### src/shared/tsm_regs.svh
`ifndef TSM_REGS_SVH
`define TSM_REGS_SVH

// clock and timing
`define TSM_CLK_HZ 20_000_000
`define TSM_NV_WRITE_MS 10
`define TSM_NV_WRITE_CYC ((`TSM_CLK_HZ / 1000) * `TSM_NV_WRITE_MS)
`define TSM_PD_HOLD_S 10
`define TSM_PD_HOLD_CYC (`TSM_CLK_HZ * `TSM_PD_HOLD_S)
`define TSM_WAKE_PULSES 5'h10

// conversion constants (plain defaults, trimmed per part)
`define TSM_BASE_TEMP 8'hC9
`define TSM_MAX_TEMP 8'h7D
`define TSM_BASE_COUNT 9'h0_0C8
`define TSM_SLOPE_INIT 9'h0_064
`define TSM_SLOPE_STEP 9'h0_001
`define TSM_GATE_TICKS 16'h0_400

// commands
`define TSM_CMD_START 8'hEE
`define TSM_CMD_STOP 8'h22

// status/configuration byte
`define TSM_CFG_DONE 7
`define TSM_CFG_ONE 6
`define TSM_CFG_NVB 5
`define TSM_CFG_OVER 4
`define TSM_CFG_UNDER 3
`define TSM_CFG_PWRUP 2
`define TSM_CFG_POL 1
`define TSM_CFG_SINGLE 0

// delivered contents of nonvolatile storage
`define TSM_NV_UPPER_INIT 8'h00
`define TSM_NV_LOWER_INIT 8'h00
`define TSM_NV_PWRUP_INIT 1'b0
`define TSM_NV_POL_INIT 1'b0
`define TSM_NV_SINGLE_INIT 1'b0

`endif

### src/shared/tsm_pkg.sv
package tsm_pkg;
  typedef enum logic {TSM_MODE_HOST, TSM_MODE_THERMO} tsm_mode_t;
  typedef enum logic [1:0] {TSM_WK_IDLE, TSM_WK_ARMED, TSM_WK_COUNT} tsm_wake_t;
  typedef enum logic {TSM_CV_IDLE, TSM_CV_RUN} tsm_cv_state_t;
endpackage

### src/shared/tsm_conv_if.sv
`timescale 1ns/1ps
interface tsm_conv_if;
  logic start;
  logic lo_tick;
  logic hi_tick;
  logic busy;
  logic done;
  logic [7:0] result;
  logic [8:0] count_rem;
  logic [8:0] slope;
  modport ctl (output start, output lo_tick, output hi_tick,
    input busy, input done, input result, input count_rem, input slope);
  modport conv (input start, input lo_tick, input hi_tick,
    output busy, output done, output result, output count_rem, output slope);
endinterface

### src/rtl/tsm_conv.sv
`timescale 1ns/1ps
`include "tsm_regs.svh"
module tsm_conv
  import tsm_pkg::*;
(
  input wire logic clk, // system clock
  input wire logic rstn, // sync reset, active low
  tsm_conv_if.conv cif // control side
);
  tsm_cv_state_t state_q;
  logic [8:0] cnt_q;
  logic [8:0] slope_q;
  logic [7:0] acc_q;
  logic [15:0] gate_q;
  logic done_q;
  logic [7:0] result_q;
  logic [8:0] rem_q;
  logic gate_close;

  assign gate_close = cif.hi_tick && (gate_q == 16'h0_001);

  always_ff @(posedge clk) begin
    if (!rstn) begin
      state_q <= TSM_CV_IDLE;
      cnt_q <= 9'h0_000;
      slope_q <= `TSM_SLOPE_INIT;
      acc_q <= `TSM_BASE_TEMP;
      gate_q <= 16'h0_000;
      done_q <= 1'b0;
      result_q <= `TSM_BASE_TEMP;
      rem_q <= 9'h0_000;
    end else begin
      done_q <= 1'b0;
      case (state_q)
        TSM_CV_IDLE: begin
          if (cif.start) begin
            cnt_q <= `TSM_BASE_COUNT;
            acc_q <= `TSM_BASE_TEMP;
            slope_q <= `TSM_SLOPE_INIT;
            gate_q <= `TSM_GATE_TICKS;
            state_q <= TSM_CV_RUN;
          end
        end
        TSM_CV_RUN: begin
          // counter on low-tc ticks, gate on high-tc ticks
          if (gate_close) begin
            // gate shut first: reading is final
            result_q <= acc_q;
            rem_q <= cnt_q;
            done_q <= 1'b1;
            state_q <= TSM_CV_IDLE;
          end else begin
            if (cif.hi_tick) begin
              gate_q <= gate_q - 16'h0_001;
            end
            if (cif.lo_tick) begin
              if (cnt_q <= 9'h0_001) begin
                // zero reached inside gate: one degree up (held at TSM_MAX_TEMP), reload
                if (acc_q != `TSM_MAX_TEMP) begin
                  acc_q <= acc_q + 8'h01;
                end
                cnt_q <= slope_q;
                slope_q <= slope_q + `TSM_SLOPE_STEP;
              end else begin
                cnt_q <= cnt_q - 9'h0_001;
              end
            end
          end
        end
        default: state_q <= TSM_CV_IDLE;
      endcase
    end
  end

  assign cif.busy = (state_q == TSM_CV_RUN);
  assign cif.done = done_q;
  assign cif.result = result_q;
  assign cif.count_rem = rem_q;
  assign cif.slope = slope_q;
endmodule

### src/rtl/tsm_top.sv
`timescale 1ns/1ps
`include "tsm_regs.svh"
module tsm_top
  import tsm_pkg::*;
#(
  parameter int unsigned NV_WRITE_CYC = `TSM_NV_WRITE_CYC, // nonvolatile write time
  parameter int unsigned PD_HOLD_CYC = `TSM_PD_HOLD_CYC // power-down hold time
) (
  input wire logic clk, // 20 MHz clock
  input wire logic rstn, // sync reset, active low (power cycle)
  input wire logic factory_rstn, // sync, active low: nv to delivered state
  input wire logic vdd_low, // pin: supply pulled to 0 V
  input wire logic dq_i, // pin: data line level
  output logic dq_o, // data line output value (always low)
  output logic dq_oe_n, // data line enable, low while pulling low
  output logic dq_rx, // synchronised line level for slot logic
  input wire logic bus_pull_low, // slot logic wants line low
  input wire logic lo_osc, // pin: low temp-co oscillator
  input wire logic hi_osc, // pin: high temp-co oscillator
  input wire logic cmd_valid, // command strobe
  input wire logic [7:0] cmd_code, // command byte
  input wire logic wr_upper, // write upper trip strobe
  input wire logic wr_lower, // write lower trip strobe
  input wire logic wr_cfg, // write configuration strobe
  input wire logic [7:0] wr_data, // write data
  output logic [7:0] temp_out, // last temperature reading
  output logic [8:0] count_out, // counter remainder
  output logic [8:0] slope_out, // slope accumulator
  output logic [7:0] upper_trip_point, // upper trip point
  output logic [7:0] lower_trip_point, // lower trip point
  output logic [7:0] cfg_out, // configuration/status byte
  output logic host_mode, // host-bus mode active
  output logic standby, // no conversion running
  output logic powered_down // held off by long low
);
  tsm_conv_if cif ();

  // pin synchronisers: first stage feeds only the second
  logic [1:0] vdd_s_q, dq_s_q, lo_s_q, hi_s_q;
  logic lo_d_q, hi_d_q, dq_d_q;
  always_ff @(posedge clk) begin
    if (!rstn) begin
      vdd_s_q <= 2'h0;
      dq_s_q <= 2'h3;
      lo_s_q <= 2'h0;
      hi_s_q <= 2'h0;
      lo_d_q <= 1'b0;
      hi_d_q <= 1'b0;
      dq_d_q <= 1'b1;
    end else begin
      vdd_s_q <= {vdd_s_q[0], vdd_low};
      dq_s_q <= {dq_s_q[0], dq_i};
      lo_s_q <= {lo_s_q[0], lo_osc};
      hi_s_q <= {hi_s_q[0], hi_osc};
      lo_d_q <= lo_s_q[1];
      hi_d_q <= hi_s_q[1];
      dq_d_q <= dq_s_q[1];
    end
  end
  logic vdd_lo, dq_hi, dq_fall;
  assign vdd_lo = vdd_s_q[1];
  assign dq_hi = dq_s_q[1];
  assign dq_fall = dq_d_q && !dq_s_q[1];
  assign dq_rx = dq_s_q[1];
  assign cif.lo_tick = lo_s_q[1] && !lo_d_q;
  assign cif.hi_tick = hi_s_q[1] && !hi_d_q;

  // nonvolatile storage: survives rstn, only factory_rstn restores it
  logic [7:0] nv_upper_q, nv_lower_q;
  logic nv_over_q, nv_under_q, nv_pwrup_q, nv_pol_q, nv_single_q;
  logic [27:0] nv_cnt_q;
  logic nv_busy;
  logic nv_wr;
  logic over_set, under_set;
  logic done_ev;
  logic [7:0] res;
  assign nv_busy = (nv_cnt_q != 28'h000_0000);
  // writes while busy are dropped to protect the stored data
  assign nv_wr = (wr_upper || wr_lower || wr_cfg) && !nv_busy && !powered_down;

  always_ff @(posedge clk) begin
    if (!factory_rstn) begin
      nv_upper_q <= `TSM_NV_UPPER_INIT;
      nv_lower_q <= `TSM_NV_LOWER_INIT;
      nv_pwrup_q <= `TSM_NV_PWRUP_INIT;
      nv_pol_q <= `TSM_NV_POL_INIT;
      nv_single_q <= `TSM_NV_SINGLE_INIT;
    end else if (nv_wr && host_mode) begin
      // trips taken as signed degree bytes
      if (wr_upper) begin
        nv_upper_q <= wr_data;
      end
      if (wr_lower) begin
        nv_lower_q <= wr_data;
      end
      if (wr_cfg) begin
        nv_pwrup_q <= wr_data[`TSM_CFG_PWRUP]; // only path to new mode
        nv_pol_q <= wr_data[`TSM_CFG_POL];
        nv_single_q <= wr_data[`TSM_CFG_SINGLE];
      end
    end
  end

  // sticky flags: a new event beats a clearing write
  always_ff @(posedge clk) begin
    if (!factory_rstn) begin
      nv_over_q <= 1'b0;
      nv_under_q <= 1'b0;
    end else begin
      if (over_set) begin
        nv_over_q <= 1'b1;
      end else if (nv_wr && host_mode && wr_cfg) begin
        nv_over_q <= wr_data[`TSM_CFG_OVER];
      end
      if (under_set) begin
        nv_under_q <= 1'b1;
      end else if (nv_wr && host_mode && wr_cfg) begin
        nv_under_q <= wr_data[`TSM_CFG_UNDER];
      end
    end
  end

  // write pacing timer, counted as one write time from the strobe
  always_ff @(posedge clk) begin
    if (!rstn) begin
      nv_cnt_q <= 28'h000_0000;
    end else if (nv_wr && host_mode) begin
      nv_cnt_q <= 28'(NV_WRITE_CYC);
    end else if (nv_busy) begin
      nv_cnt_q <= nv_cnt_q - 28'h000_0001;
    end
  end

  // power-up mode capture one cycle after release, then wake sequence
  tsm_mode_t mode_q;
  tsm_wake_t wk_q;
  logic boot_q;
  logic [4:0] pulse_q;
  logic [27:0] pd_cnt_q;
  logic pd_q;
  logic wake_hit;
  assign wake_hit = (wk_q == TSM_WK_COUNT) && dq_fall
    && (pulse_q == (`TSM_WAKE_PULSES - 5'h01));

  always_ff @(posedge clk) begin
    if (!rstn) begin
      boot_q <= 1'b0;
      mode_q <= TSM_MODE_HOST;
    end else if (!boot_q || pd_q) begin
      boot_q <= !pd_q;
      // stored bit picks the mode
      mode_q <= nv_pwrup_q ? TSM_MODE_THERMO : TSM_MODE_HOST;
    end else if (wake_hit && nv_pwrup_q) begin
      // toggles only a live mode, stored bit untouched
      mode_q <= (mode_q == TSM_MODE_THERMO) ? TSM_MODE_HOST : TSM_MODE_THERMO;
    end
  end

  always_ff @(posedge clk) begin
    if (!rstn) begin
      wk_q <= TSM_WK_IDLE;
      pulse_q <= 5'h00;
    end else begin
      case (wk_q)
        TSM_WK_IDLE: begin
          pulse_q <= 5'h00;
          if (vdd_lo && dq_hi) begin
            wk_q <= TSM_WK_ARMED;
          end
        end
        TSM_WK_ARMED: begin
          if (!vdd_lo) begin
            wk_q <= TSM_WK_COUNT;
          end
        end
        TSM_WK_COUNT: begin
          if (dq_fall) begin
            pulse_q <= pulse_q + 5'h01;
            if (wake_hit) begin
              wk_q <= TSM_WK_IDLE;
            end
          end
        end
        default: wk_q <= TSM_WK_IDLE;
      endcase
    end
  end

  // long low on both supply and line powers down
  always_ff @(posedge clk) begin
    if (!rstn) begin
      pd_cnt_q <= 28'h000_0000;
      pd_q <= 1'b0;
    end else if (vdd_lo && !dq_hi) begin
      if (pd_cnt_q >= 28'(PD_HOLD_CYC)) begin
        pd_q <= 1'b1;
      end else begin
        pd_cnt_q <= pd_cnt_q + 28'h000_0001;
      end
    end else begin
      pd_cnt_q <= 28'h000_0000;
      if (!vdd_lo) begin
        pd_q <= 1'b0;
      end
    end
  end

  // conversion control
  logic run_q;
  logic single_q;
  logic done_bit_q;
  logic start_q;
  logic is_host;
  assign is_host = (mode_q == TSM_MODE_HOST);
  assign done_ev = cif.done;

  always_ff @(posedge clk) begin
    if (!rstn) begin
      run_q <= 1'b0;
      single_q <= 1'b0;
      done_bit_q <= 1'b0;
      start_q <= 1'b0;
    end else begin
      start_q <= 1'b0;
      if (pd_q || !boot_q) begin
        run_q <= 1'b0;
        single_q <= 1'b0;
      end else if (!is_host) begin
        run_q <= 1'b1; // single bit ignored here
        single_q <= 1'b0;
      end else if (cmd_valid && cmd_code == `TSM_CMD_START) begin
        if (nv_single_q) begin
          run_q <= 1'b0;
          // a running conversion is left alone, its done report still due
          if (!cif.busy) begin
            single_q <= 1'b1; // one conversion only
            done_bit_q <= 1'b0;
            start_q <= 1'b1;
          end
        end else begin
          run_q <= 1'b1;
        end
      end else if (cmd_valid && cmd_code == `TSM_CMD_STOP) begin
        run_q <= 1'b0;
      end else if (single_q && done_ev) begin
        single_q <= 1'b0; // back to standby
        done_bit_q <= 1'b1;
      end
      if (run_q && !cif.busy && !start_q && !pd_q) begin
        start_q <= 1'b1;
      end
    end
  end
  assign cif.start = start_q;

  // reading kept until the next completion
  logic [7:0] temp_q;
  logic [8:0] count_q;
  logic therm_q;
  assign res = cif.result;
  assign over_set = done_ev && ($signed(res) > $signed(nv_upper_q));
  assign under_set = done_ev && ($signed(res) < $signed(nv_lower_q));

  always_ff @(posedge clk) begin
    if (!rstn) begin
      temp_q <= `TSM_BASE_TEMP;
      count_q <= 9'h0_000;
      therm_q <= 1'b0;
    end else if (done_ev) begin
      temp_q <= res;
      count_q <= cif.count_rem;
      // decided only at completion, holds between trips
      if (over_set) begin
        therm_q <= 1'b1;
      end else if (under_set) begin
        therm_q <= 1'b0;
      end
    end
  end

  // open-drain line: release means high through the pull-up
  logic oe_n_q;
  logic level;
  assign level = therm_q ? nv_pol_q : !nv_pol_q;
  always_ff @(posedge clk) begin
    if (!rstn) begin
      oe_n_q <= 1'b1;
    end else if (pd_q) begin
      oe_n_q <= 1'b1;
    end else if (!is_host) begin
      oe_n_q <= level; // line is the thermostat output
    end else begin
      oe_n_q <= !bus_pull_low;
    end
  end

  assign dq_o = 1'b0;
  assign dq_oe_n = oe_n_q;
  assign temp_out = temp_q;
  assign count_out = count_q;
  assign slope_out = cif.slope;
  assign upper_trip_point = nv_upper_q;
  assign lower_trip_point = nv_lower_q;
  // busy bit live from the write timer
  // done reads 0 outside one-shot
  assign cfg_out = {(nv_single_q && done_bit_q), 1'b1, nv_busy, nv_over_q,
    nv_under_q, nv_pwrup_q, nv_pol_q, nv_single_q};
  assign host_mode = is_host && boot_q;
  assign standby = !cif.busy;
  assign powered_down = pd_q;

  tsm_conv u_conv (
    .clk(clk),
    .rstn(rstn),
    .cif(cif)
  );
endmodule

### config.mk
export PLATFORM = sky130hd
export DESIGN_NAME = tsm_top
export DESIGN_NICKNAME = d
export VERILOG_FILES = /design/src/shared/tsm_pkg.sv /design/src/shared/tsm_conv_if.sv /design/src/rtl/tsm_conv.sv /design/src/rtl/tsm_top.sv
export VERILOG_INCLUDE_DIRS = /design/src /design/src/shared
export SDC_FILE = /design/constraint.sdc
export NUM_CORES = 1
export LEC_CHECK = 0
export BUFFER_PORTS_ARGS = -buffer_cell sky130_fd_sc_hd__buf_2
export CAP_MARGIN = 20
export CORE_ASPECT_RATIO = 0.7
export CORE_MARGIN = 2
export CORE_UTILIZATION = 64
export DETAILED_ROUTE_END_ITERATION = 16
export PLACE_DENSITY = 0.95
export SLEW_MARGIN = 20
export SYNTH_ARGS = -nofsm -noshare
export SYNTH_HDL_FRONTEND = slang
export SYNTH_SLANG_ARGS = --single-unit
### constraint.sdc
create_clock -name clk -period 7.3 [get_ports clk]
set_input_delay 0 -clock clk [delete_from_list [all_inputs] [get_ports clk]]
set_output_delay 0 -clock clk [all_outputs]
set_load 0.01 [all_outputs]
==> results.tsv, run 1 <==
metric	value	unit
cts_made_buffers	17	
setup_violations	0	
cp.required	7.66	ns
synthCells	1020	
core_area	0.0132	mm2
clock-root-buffer	clkbuf_16	
fin_util	0.750	
period_share	0.466	
grt_pass1_wl	35.5	mm
grt_pass1_vias	7246	
clock_sinks	182	
critical-path-slowest-cell	nor4_1	
finalPower	2.86	mW
insertion_delay	0.43	ns
setup_slack	3.90	ns
stdcell_count	1274	
final.fill_count	920	
fin_nets	1132	
regToRegSetupSlack	3.90	ns
slew_headroom	0.196	
fp.dieH	102	um
cp-endpoint	nv_cnt_q[21]$_SDFFE_PP0P_	
drt_iter0_drc	655	
worstReg2RegStart	nv_cnt_q[6]$_SDFFE_PN0P_	
synth_seq_cells	182	
routed_wirelength	21.9	mm
leakage	3.79	nW
hpwl	14.0	mm
io_buffers	81	
worstSetupStartpointType	flip-flop	
worstSetupPathType	reg -> reg	
dp_cells	1227	
grt_overflow	0	
clk_pin_slew	0.07	ns
gp_congestion	0.890	
synth_edf_count	0	
hold_path_class	in -> reg	
worstPathArrival	3.76	ns
fp.dieArea	0.0146	mm2
min_period	3.40	ns
grt_max_degree	56	
tightest_slew	1.19	ns
fp-row-count	35	
synthFlopType	dfxtp_1	
wl_per_cell	17.2	um
setup.worst_path.start	nv_cnt_q[6]$_SDFFE_PN0P_	
drc	0	
antenna_found_initial	0	
start_util	0.661	
num_antenna_cells	0	
avgViaCountPerCell	6.20	
max_cap_viol_count	0	
crit_path_end_kind	flip-flop	
path_cells	nor4_1 > nand4_1 > o211ai_1 > o21ai_0 > a21oi_1	
peakVddDrop	0.321	mV
yosys_warnings	0	
antenna_left	0	
synth_area	0.00874	mm2
syn_avg_cell_area	8.56	um2
rsz0062_at_grt	no	
power_density	288	mW/mm2
ioPinCount	84	
reg2reg_to	nv_cnt_q[21]$_SDFFE_PP0P_	
dr.pass1.iters	5	
max_stage_delay	0.95	ns
status	complete, no violations	
synth_fp_nets	1076	
ff2ff_path_depth	5	
cts_buffer_depth	2	
cts_tree	built	
die_x	144	um
cts_resized	0	
pre_cts_ws	4.11	ns
drive_gt1_frac	0.123	
finClkSkew	0.0128	ns
finalHoldViolCount	0	
max_freq	0.294	GHz
crit_fanout	17	
area_delta_synth_final	13.5	%
htree_levels	4	
path_depth	5	
synthDistinctLibCells	66	
seq_area_frac_synth	0.417	
vias	7902	
placed_area	0.00913	mm2
finalSetupTns	0	ns
grt_usage	0.306	
cp_top_family	simple AND/OR/NAND/NOR gates	
critPathBufInv	0	
holdWs	0.0272	ns
finalMaxSlewViolations	0	
fin_area	0.00992	mm2
cts_setup_buffers	0	
ys_async_sr_fraction	0	
cell usage after synthesis, types with 8 or more instances:
library cell    n  area share
nand2_1        96       0.041
and2_1         14       0.010
buf_4          10      0.0086
nand2b_1        9      0.0064
o31ai_1        20       0.017
xnor2_1        14       0.014
nor2b_1        23       0.016
or4_1          29       0.025
inv_1          37       0.016
dfxtp_1       182        0.42
o21ai_0        41       0.023
nand3_1        30       0.017
clkbuf_1       45       0.019
and3_1          8      0.0057
or3_1          42       0.030
a21oi_1        84       0.048
nor3_1         21       0.012
nand4_1        23       0.016
xor2_1         14       0.014
nor2_1         67       0.029
mux2i_1        47       0.054
ha_1           28       0.040
o211ai_1       20       0.017
nor4_1         21       0.015
layout make-up:
type / instances / area, um2 / share of cell area
Multi-Input combinational cell: 736 / 4680 / 0.472
Sequential cell: 182 / 3640 / 0.367
Timing Repair Buffer: 102 / 601 / 0.0606
Clock buffer: 20 / 457 / 0.0460
Tap cell: 185 / 231 / 0.0233
Clock inverter: 12 / 166 / 0.0168
Inverter: 37 / 139 / 0.0140
how the worst min path moves through the flow:
| stage | startpoint | to | slack [ns] | cells past startpoint |
|---|---|---|---|---|
| 2_1_floorplan | dq_i | dq_s_q[0]$_SDFF_PN1_ | 0.10 | 1 |
| 3_3_place_gp | dq_i | dq_s_q[0]$_SDFF_PN1_ | 0.18 | 2 |
| 3_5_place_dp | dq_i | dq_s_q[0]$_SDFF_PN1_ | 0.19 | 2 |
| 4_1_cts | rstn | temp_out[7]$_SDFFE_PN1P_ | 0.005 | 2 |
| 5_1_grt | rstn | temp_out[7]$_SDFFE_PN1P_ | 0.03 | 2 |
| 6_report | rstn | temp_out[7]$_SDFFE_PN1P_ | 0.03 | 2 |
cell usage in the layout (no fill, tap or decap), types with 4 or more instances in the layout:
cell	Yosys	routed
a211oi_1	5	5
a21oi_1	84	84
a31oi_1	6	6
and2_1	14	14
and3_1	8	8
and4_1	4	4
buf_2	6	81
buf_4	10	6
clkbuf_16	0	17
dfxtp_1	182	182
dlygate4sd3_1	0	15
ha_1	28	28
inv_1	37	37
inv_6	0	4
mux2i_1	47	47
nand2_1	96	96
nand2b_1	9	9
nand3_1	30	30
nand3b_1	6	6
nand4_1	23	23
nor2_1	67	67
nor2b_1	23	23
nor3_1	21	20
nor3b_1	4	4
nor4_1	21	20
nor4b_1	4	4
o211ai_1	20	20
o21a_1	5	5
o21ai_0	41	40
o31a_1	4	4
o31ai_1	20	20
or3_1	42	42
or4_1	29	29
xnor2_1	14	14
xor2_1	14	14
per-layer routing:
layer  track usage  vias to the layer above  share of wire
met5             0                        -              0
met4         0.103                        0          0.018
met3        0.0723                       41          0.084
met2         0.484                      376           0.45
met1         0.416                     3677           0.45
li1              -                     3808              -
flip-flops by register name (all words and copies together), names as in the netlist, 9 cells and up:
signal / flops
count_out: 9
nv_cnt_q: 28
u_conv.cif.count_rem: 9
u_conv.cif.slope: 9
u_conv.gate_q: 16
pd_cnt_q: 28
u_conv.cnt_q: 9
repair_timing:
action                                 4_1_cts  5_1_grt
endpoints found under the hold margin       26        0
setup endpoints to repair                    0        0
hold buffers                                15        0
cell families after synthesis:
| family | after synthesis | synth area share |
|---|---|---|
| flip-flops | 182 | 0.417 |
| adder cells (fa/ha/maj) | 28 | 0.0401 |
| buffers and inverters | 102 | 0.0491 |
| other | 2 | 0.000860 |
| AND/OR/NAND/NOR | 419 | 0.259 |
| XOR/XNOR | 28 | 0.0281 |
| AO/OA/AOI/OAI | 211 | 0.150 |
| multiplexers | 48 | 0.0551 |
power breakdown:
group / leakage [nW] / switching (mW) / total, mW / internal, mW
Clock: 0.298 / 0.404 / 0.968 / 0.564
Combinational: 2.02 / 0.448 / 0.720 / 0.272
Sequential: 1.47 / 0.0942 / 1.17 / 1.08
(Power assumes the default switching activity.)
==> inputs of run 2 (changes only) <==
--- a/config.mk
+++ b/config.mk
@@ -6,13 +6,14 @@
 export SDC_FILE = /design/constraint.sdc
 export NUM_CORES = 1
 export LEC_CHECK = 0
+export ABC_AREA = 1
 export BUFFER_PORTS_ARGS = -buffer_cell sky130_fd_sc_hd__buf_2
 export CAP_MARGIN = 20
 export CORE_ASPECT_RATIO = 0.7
 export CORE_MARGIN = 2
-export CORE_UTILIZATION = 64
+export CORE_UTILIZATION = 54
 export DETAILED_ROUTE_END_ITERATION = 16
-export PLACE_DENSITY = 0.95
+export PLACE_DENSITY = 0.87
 export SLEW_MARGIN = 20
 export SYNTH_ARGS = -nofsm -noshare
 export SYNTH_HDL_FRONTEND = slang
==> constraint.sdc (replaced) <==
create_clock -name clk -period 3 [get_ports clk]
set_input_delay 0 -clock clk [delete_from_list [all_inputs] [get_ports clk]]
set_output_delay 0 -clock clk [all_outputs]
set_load 0.01 [all_outputs]
==> run 2 against run 1 <==
- sequential share of layout area is 3.6 points lower
- die area is 31% higher
- area after synthesis is 12% higher
- utilization is 13 points lower
- non-clock buffer count is 6 higher
- flip-flop and latch count stayed put
- first-iteration DRC count is 20% higher
- worst hold slack worse by 0.014 ns
- critical endpoint is now nv_pol_q$_SDFFE_PN0P_
- largest cell class unchanged
==> results.tsv, run 2 <==
metric	value	unit
cts_tree	built	
period_share	0.817	
fp-row-count	41	
synth_seq_cells	182	
hold_path_class	in -> reg	
synth_fp_nets	1440	
cts_buffer_depth	2	
finalHoldViolCount	0	
syn_avg_cell_area	7.06	um2
regToRegSetupSlack	0.55	ns
max_freq	0.408	GHz
slew_headroom	0.497	
grt_max_degree	46	
synthDistinctLibCells	49	
layout_common_cells	317 x nand2_1, 191 x nor2_1, 182 x dfxtp_1, 153 x inv_1, 122 x a21oi_1	
clock_sinks	182	
core_area	0.0179	mm2
drt_iter0_drc	785	
fin_nets	1516	
yosysTopAreaCellShare	0.373	
num_antenna_cells	0	
finalSetupTns	0	ns
worstPathArrival	2.83	ns
cts_made_buffers	17	
setup_violations	0	
ys_async_sr_fraction	0	
worstSetupStartpointType	flip-flop	
synth.top_cells.by_area	dfxtp_1 37%, nand2_1 12%, nor2_1 7.4%, a21oi_1 6.3%, inv_1 5.9%	
finClkSkew	0.0146	ns
ioPinCount	84	
fp.dieArea	0.0192	mm2
cp.required	3.38	ns
crit_path_end_kind	flip-flop	
synth_area_leader_cell	dfxtp_1	
ff2ff_path_depth	10	
max_stage_delay	0.56	ns
finalPower	6.92	mW
holdPathStages	5	
antenna_found_initial	0	
start_util	0.547	
insertion_delay	0.44	ns
synth_edf_count	0	
htree_levels	4	
dr.pass1.iters	5	
path_cells	inv_1 > ha_1 > nand2_1 > nor2_1 > nand3_2 > nor2_8 > nand3_4 > a21oi_1 > o21a_1 > dlygate4sd3_1	
routed_wirelength	24.9	mm
seq_area_frac_synth	0.373	
top_regs	nv_cnt_q x28, pd_cnt_q x28, u_conv.gate_q x16	
status	complete, no violations	
synth_area	0.00976	mm2
die_x	165	um
vias	9348	
gp_congestion	0.973	
crit_fanout	12	
power_density	630	mW/mm2
drc	0	
critical-path-slowest-cell	dlygate4sd3_1	
worstSetupPathType	reg -> reg	
synthCells	1384	
tightest_slew	0.753	ns
cts_resized	0	
yosys_warnings	0	
synthFlopType	dfxtp_1	
min_period	2.45	ns
grt_pass1_vias	8577	
leakage	4.79	nW
peakVddDrop	0.403	mV
avgViaCountPerCell	5.47	
grt_overflow	0	
area_delta_synth_final	12.6	%
max_cap_viol_count	0	
finalMaxSlewViolations	0	
netlist_top_cells_count	317 x nand2_1, 192 x nor2_1, 182 x dfxtp_1, 153 x inv_1, 122 x a21oi_1	
post-synth-top-count-cell	nand2_1	
drive_gt1_frac	0.124	
mostFrequentLayoutCell	nand2_1	
fp.dieH	117	um
io_buffers	81	
hpwl	18.1	mm
grt_usage	0.265	
grt_pass1_wl	40.9	mm
clk_pin_slew	0.08	ns
wl_per_cell	14.6	um
rsz0062_at_grt	no	
clock-root-buffer	clkbuf_16	
antenna_left	0	
## run 2: changes by cell type after synthesis, moves of 28 or more
cell      delta
clkbuf_1    -28
mux2i_1     -47
nor2_1     +125
a21oi_1     +38
or4_1       -29
nand2_1    +221
or3_1       -42
inv_1      +116
nand3_1     +33
## run 2: path summary, 6_finish.rpt
check	start	end
min reg2reg	dq_s_q[0]$_SDFF_PN1_	dq_s_q[1]$_SDFF_PN1_
max	nv_cnt_q[0]$_SDFFE_PP0P_	nv_pol_q$_SDFFE_PN0P_
max reg2reg	nv_cnt_q[0]$_SDFFE_PP0P_	nv_pol_q$_SDFFE_PN0P_
min	cmd_code[4]	run_q$_SDFFE_PP0P_
## run 2: timing repair
item	CTS	global route
hold buffers	18	0
setup buffers	0	0
endpoints found under the hold margin	31	0
## run 2: report_power, final
part           total (mW)  switching, mW  internal, mW  leakage (nW)
logic                1.95           1.26         0.685          3.03
clock network        2.22           1.08          1.14         0.287
registers            2.75          0.160          2.60          1.47
total                6.92           2.50          4.42          4.79
## run 2: cells by family after synthesis
group | Yosys count | share of synthesized area
buf+inv | 210 | 0.0930
flops | 182 | 0.373
fa+ha+maj | 28 | 0.0359
other cells | 2 | 0.000769
xor+xnor | 59 | 0.0529
simple gates | 683 | 0.310
compound gates | 220 | 0.134
## run 2: area by class of cell
class,count,area [um2]
Multi-Input combinational cell,992,5220
Clock inverter,14,151
Tap cell,236,295
Clock buffer,18,439
Timing Repair Buffer,108,653
Sequential cell,182,3640
Inverter,159,597
Fill cell,1558,6860
## run 2: layer usage
layer  wire [um]  GRT usage
met1       11700      0.371
met2       10900      0.418
met3        2000     0.0504
met4         330     0.0829
met5           0          0
## run 2: worst max-delay path, delay by kind of cell, from the launching register on
kind	cells	cell delay [ns]
DFF	1	0.34
adders and majority gates	1	0.21
AOI/OAI and AO/OA	2	0.31
and+or+nand+nor	5	0.80
buffers and inverters	2	0.74
## run 2: metrics by stage
step	hold slack [ns]	std cells	utilization	worst slack (ns)	cell area, um2
after floorplan	0.0976	1384	-	1.39	9760
after global placement	0.186	1659	0.573	1.02	10200
after detailed placement	0.195	1659	0.573	0.894	10200
after CTS	0.00227	1709	0.616	0.633	11000
after global routing	0.0403	1709	0.616	0.444	11000
final	0.0129	1709	0.616	0.550	11000
==> inputs of run 3 (changes only) <==
--- a/config.mk
+++ b/config.mk
@@ -6,14 +6,14 @@
 export SDC_FILE = /design/constraint.sdc
 export NUM_CORES = 1
 export LEC_CHECK = 0
-export ABC_AREA = 1
+export ABC_AREA = 0
 export BUFFER_PORTS_ARGS = -buffer_cell sky130_fd_sc_hd__buf_2
 export CAP_MARGIN = 20
 export CORE_ASPECT_RATIO = 0.7
 export CORE_MARGIN = 2
-export CORE_UTILIZATION = 54
+export CORE_UTILIZATION = 59
 export DETAILED_ROUTE_END_ITERATION = 16
-export PLACE_DENSITY = 0.87
+export PLACE_DENSITY = 0.9
 export SLEW_MARGIN = 20
 export SYNTH_ARGS = -nofsm -noshare
 export SYNTH_HDL_FRONTEND = slang
==> constraint.sdc (replaced) <==
create_clock -name clk -period 2.3 [get_ports clk]
set_input_delay 0 -clock clk [delete_from_list [all_inputs] [get_ports clk]]
set_output_delay 0 -clock clk [all_outputs]
set_load 0.01 [all_outputs]
==> run 3 against run 2 <==
- the flow now finishes with violations (setup timing)
- final area fell by 3.7%
- via count decreased by 9.8%
- critical path depth down 2
- highest routed layer unchanged
==> results.tsv, run 3 (synthesized netlist as in run 1, its figures left out) <==
metric	value	unit
status	complete, but fails checks	
violations	setup timing	
num_antenna_cells	0	
dr.pass1.iters	6	
clk_pin_slew	0.07	ns
grt_overflow	0	
grt_pass1_vias	7632	
cp.required	2.65	ns
antenna_found_initial	0	
crit_fanout	5	
swShare	0.327	
max_cap_viol_count	0	
worstReg2RegStart	u_conv.gate_q[12]$_SDFFE_PN0P_	
setup_violations	9	
mostFrequentLayoutCell	dfxtp_1	
stdcell_count	1352	
top_regs	nv_cnt_q x28, pd_cnt_q x28, u_conv.gate_q x16	
combPwrFrac	0.284	
cp_top_family	simple AND/OR/NAND/NOR gates	
setup.worst_path.start	u_conv.gate_q[12]$_SDFFE_PN0P_	
htree_levels	4	
drive_gt1_frac	0.189	
min_from	cmd_code[0]	
io_buffers	81	
p_seq_frac	0.403	
fp.dieArea	0.0158	mm2
fin_util	0.726	
antenna_left	0	
avgViaCountPerCell	6.24	
finalMaxSlewViolations	0	
power_density	872	mW/mm2
drc	0	
p_clk_frac	0.313	
grt_usage	0.285	
peakVddDrop	1.01	mV
routed_wirelength	24.1	mm
rsz0062_at_grt	yes	
hpwl	15.2	mm
hold_path_class	in -> reg	
path_cells	or4_1 > or4_4 > buf_8 > o211ai_1 > buf_4 > buf_6 > o21ai_2 > a21oi_1	
fp.dieH	106	um
area_delta_synth_final	21.2	%
layout_common_cells	178 x dfxtp_1, 96 x nand2_1, 82 x a21oi_1, 81 x buf_2, 67 x nor2_1	
dp_cells	1290	
final.fill_count	1019	
clock_sinks	182	
vias	8435	
intPower	6.21	mW
pre_cts_ws	-0.0664	ns
drt_iter0_drc	856	
cts_tree	built	
clock-root-buffer	clkbuf_16	
setup_slack	-0.0942	ns
insertion_delay	0.43	ns
start_util	0.599	
slew_headroom	0.606	
grt_pass1_wl	36.6	mm
min_period	2.39	ns
cts_buffer_depth	2	
max_stage_delay	0.54	ns
critPathBufInv	3	
fin_nets	1201	
wl_per_cell	17.8	um
finalHoldViolCount	0	
ioPinCount	84	
worstSetupPathType	reg -> reg	
tightest_slew	0.591	ns
worstPathArrival	2.74	ns
crit_path_end_kind	flip-flop	
die_x	149	um
core_area	0.0146	mm2
cts_made_buffers	17	
gp_congestion	0.904	
critical-path-slowest-cell	or4_4	
leakage	4.14	nW
fp-row-count	37	
period_share	1.04	
holdWs	0.0740	ns
p_switching	3.02	mW
grt_max_degree	56	
finClkSkew	0.0107	ns
worstSetupStartpointType	flip-flop	
max_freq	0.418	GHz
==> run 3: final timing paths <==
kind	end	slack, ns	cells past startpoint
worst max register to register	u_conv.gate_q[13]$_SDFFE_PN0P_	-0.09	8
worst max-delay path	u_conv.gate_q[13]$_SDFFE_PN0P_	-0.09	8
worst min-delay path	run_q$_SDFFE_PP0P_	0.07	4
worst min register to register	dq_s_q[1]$_SDFF_PN1_	0.42	1
==> run 3: final cells by class <==
class | instances | area (um2) | share of cell area
Clock buffer | 19 | 443 | 0.0418
Inverter | 37 | 139 | 0.0131
Sequential cell | 182 | 3650 | 0.345
Clock inverter | 12 | 128 | 0.0121
Tap cell | 195 | 244 | 0.0230
Timing Repair Buffer | 170 | 1190 | 0.113
Multi-Input combinational cell | 737 | 4790 | 0.452
==> run 3: worst min-delay path, cell delays in order <==
cell and delay, ns:
buf_2 0.08, a211oi_1 0.08, o22ai_1 0.15, o211a_1 0.15
==> run 3: power groups by stage <==
stage                     combinational (mW)  clock, mW  sequential [mW]
after floorplan                         1.78          0             3.70
after global placement                  2.42          0             3.75
after detailed placement                2.50          0             3.77
after CTS                               2.55       2.89             3.70
after global routing                    2.90       3.03             3.76
final                                   2.62       2.89             3.72
==> run 3: timing repair <==
item	4_1_cts	5_1_grt
gates cloned	0	4
pin swaps	0	10
gates resized for setup	2	30
buffers inserted	0	10
endpoints found under the setup margin	2	49
hold buffers	17	0
hold endpoints to repair	28	0
==> run 3: layer usage <==
layer | global-route usage | routed length (um)
met1 | 0.403 | 10400
met2 | 0.442 | 11100
met5 | 0 | 0
met3 | 0.0537 | 2010
met4 | 0.0830 | 511
==> run 3: through the flow <==
step | setup TNS, ns | power (mW) | cell area, um2
finish | -0.388 | 9.23 | 10600
global route | -1.15 | 9.68 | 10600
CTS | 0 | 9.14 | 10300
detailed placement | -0.0664 | 6.27 | 9600
global placement | -0.0101 | 6.17 | 9600
floorplan | -0.135 | 5.48 | 8790
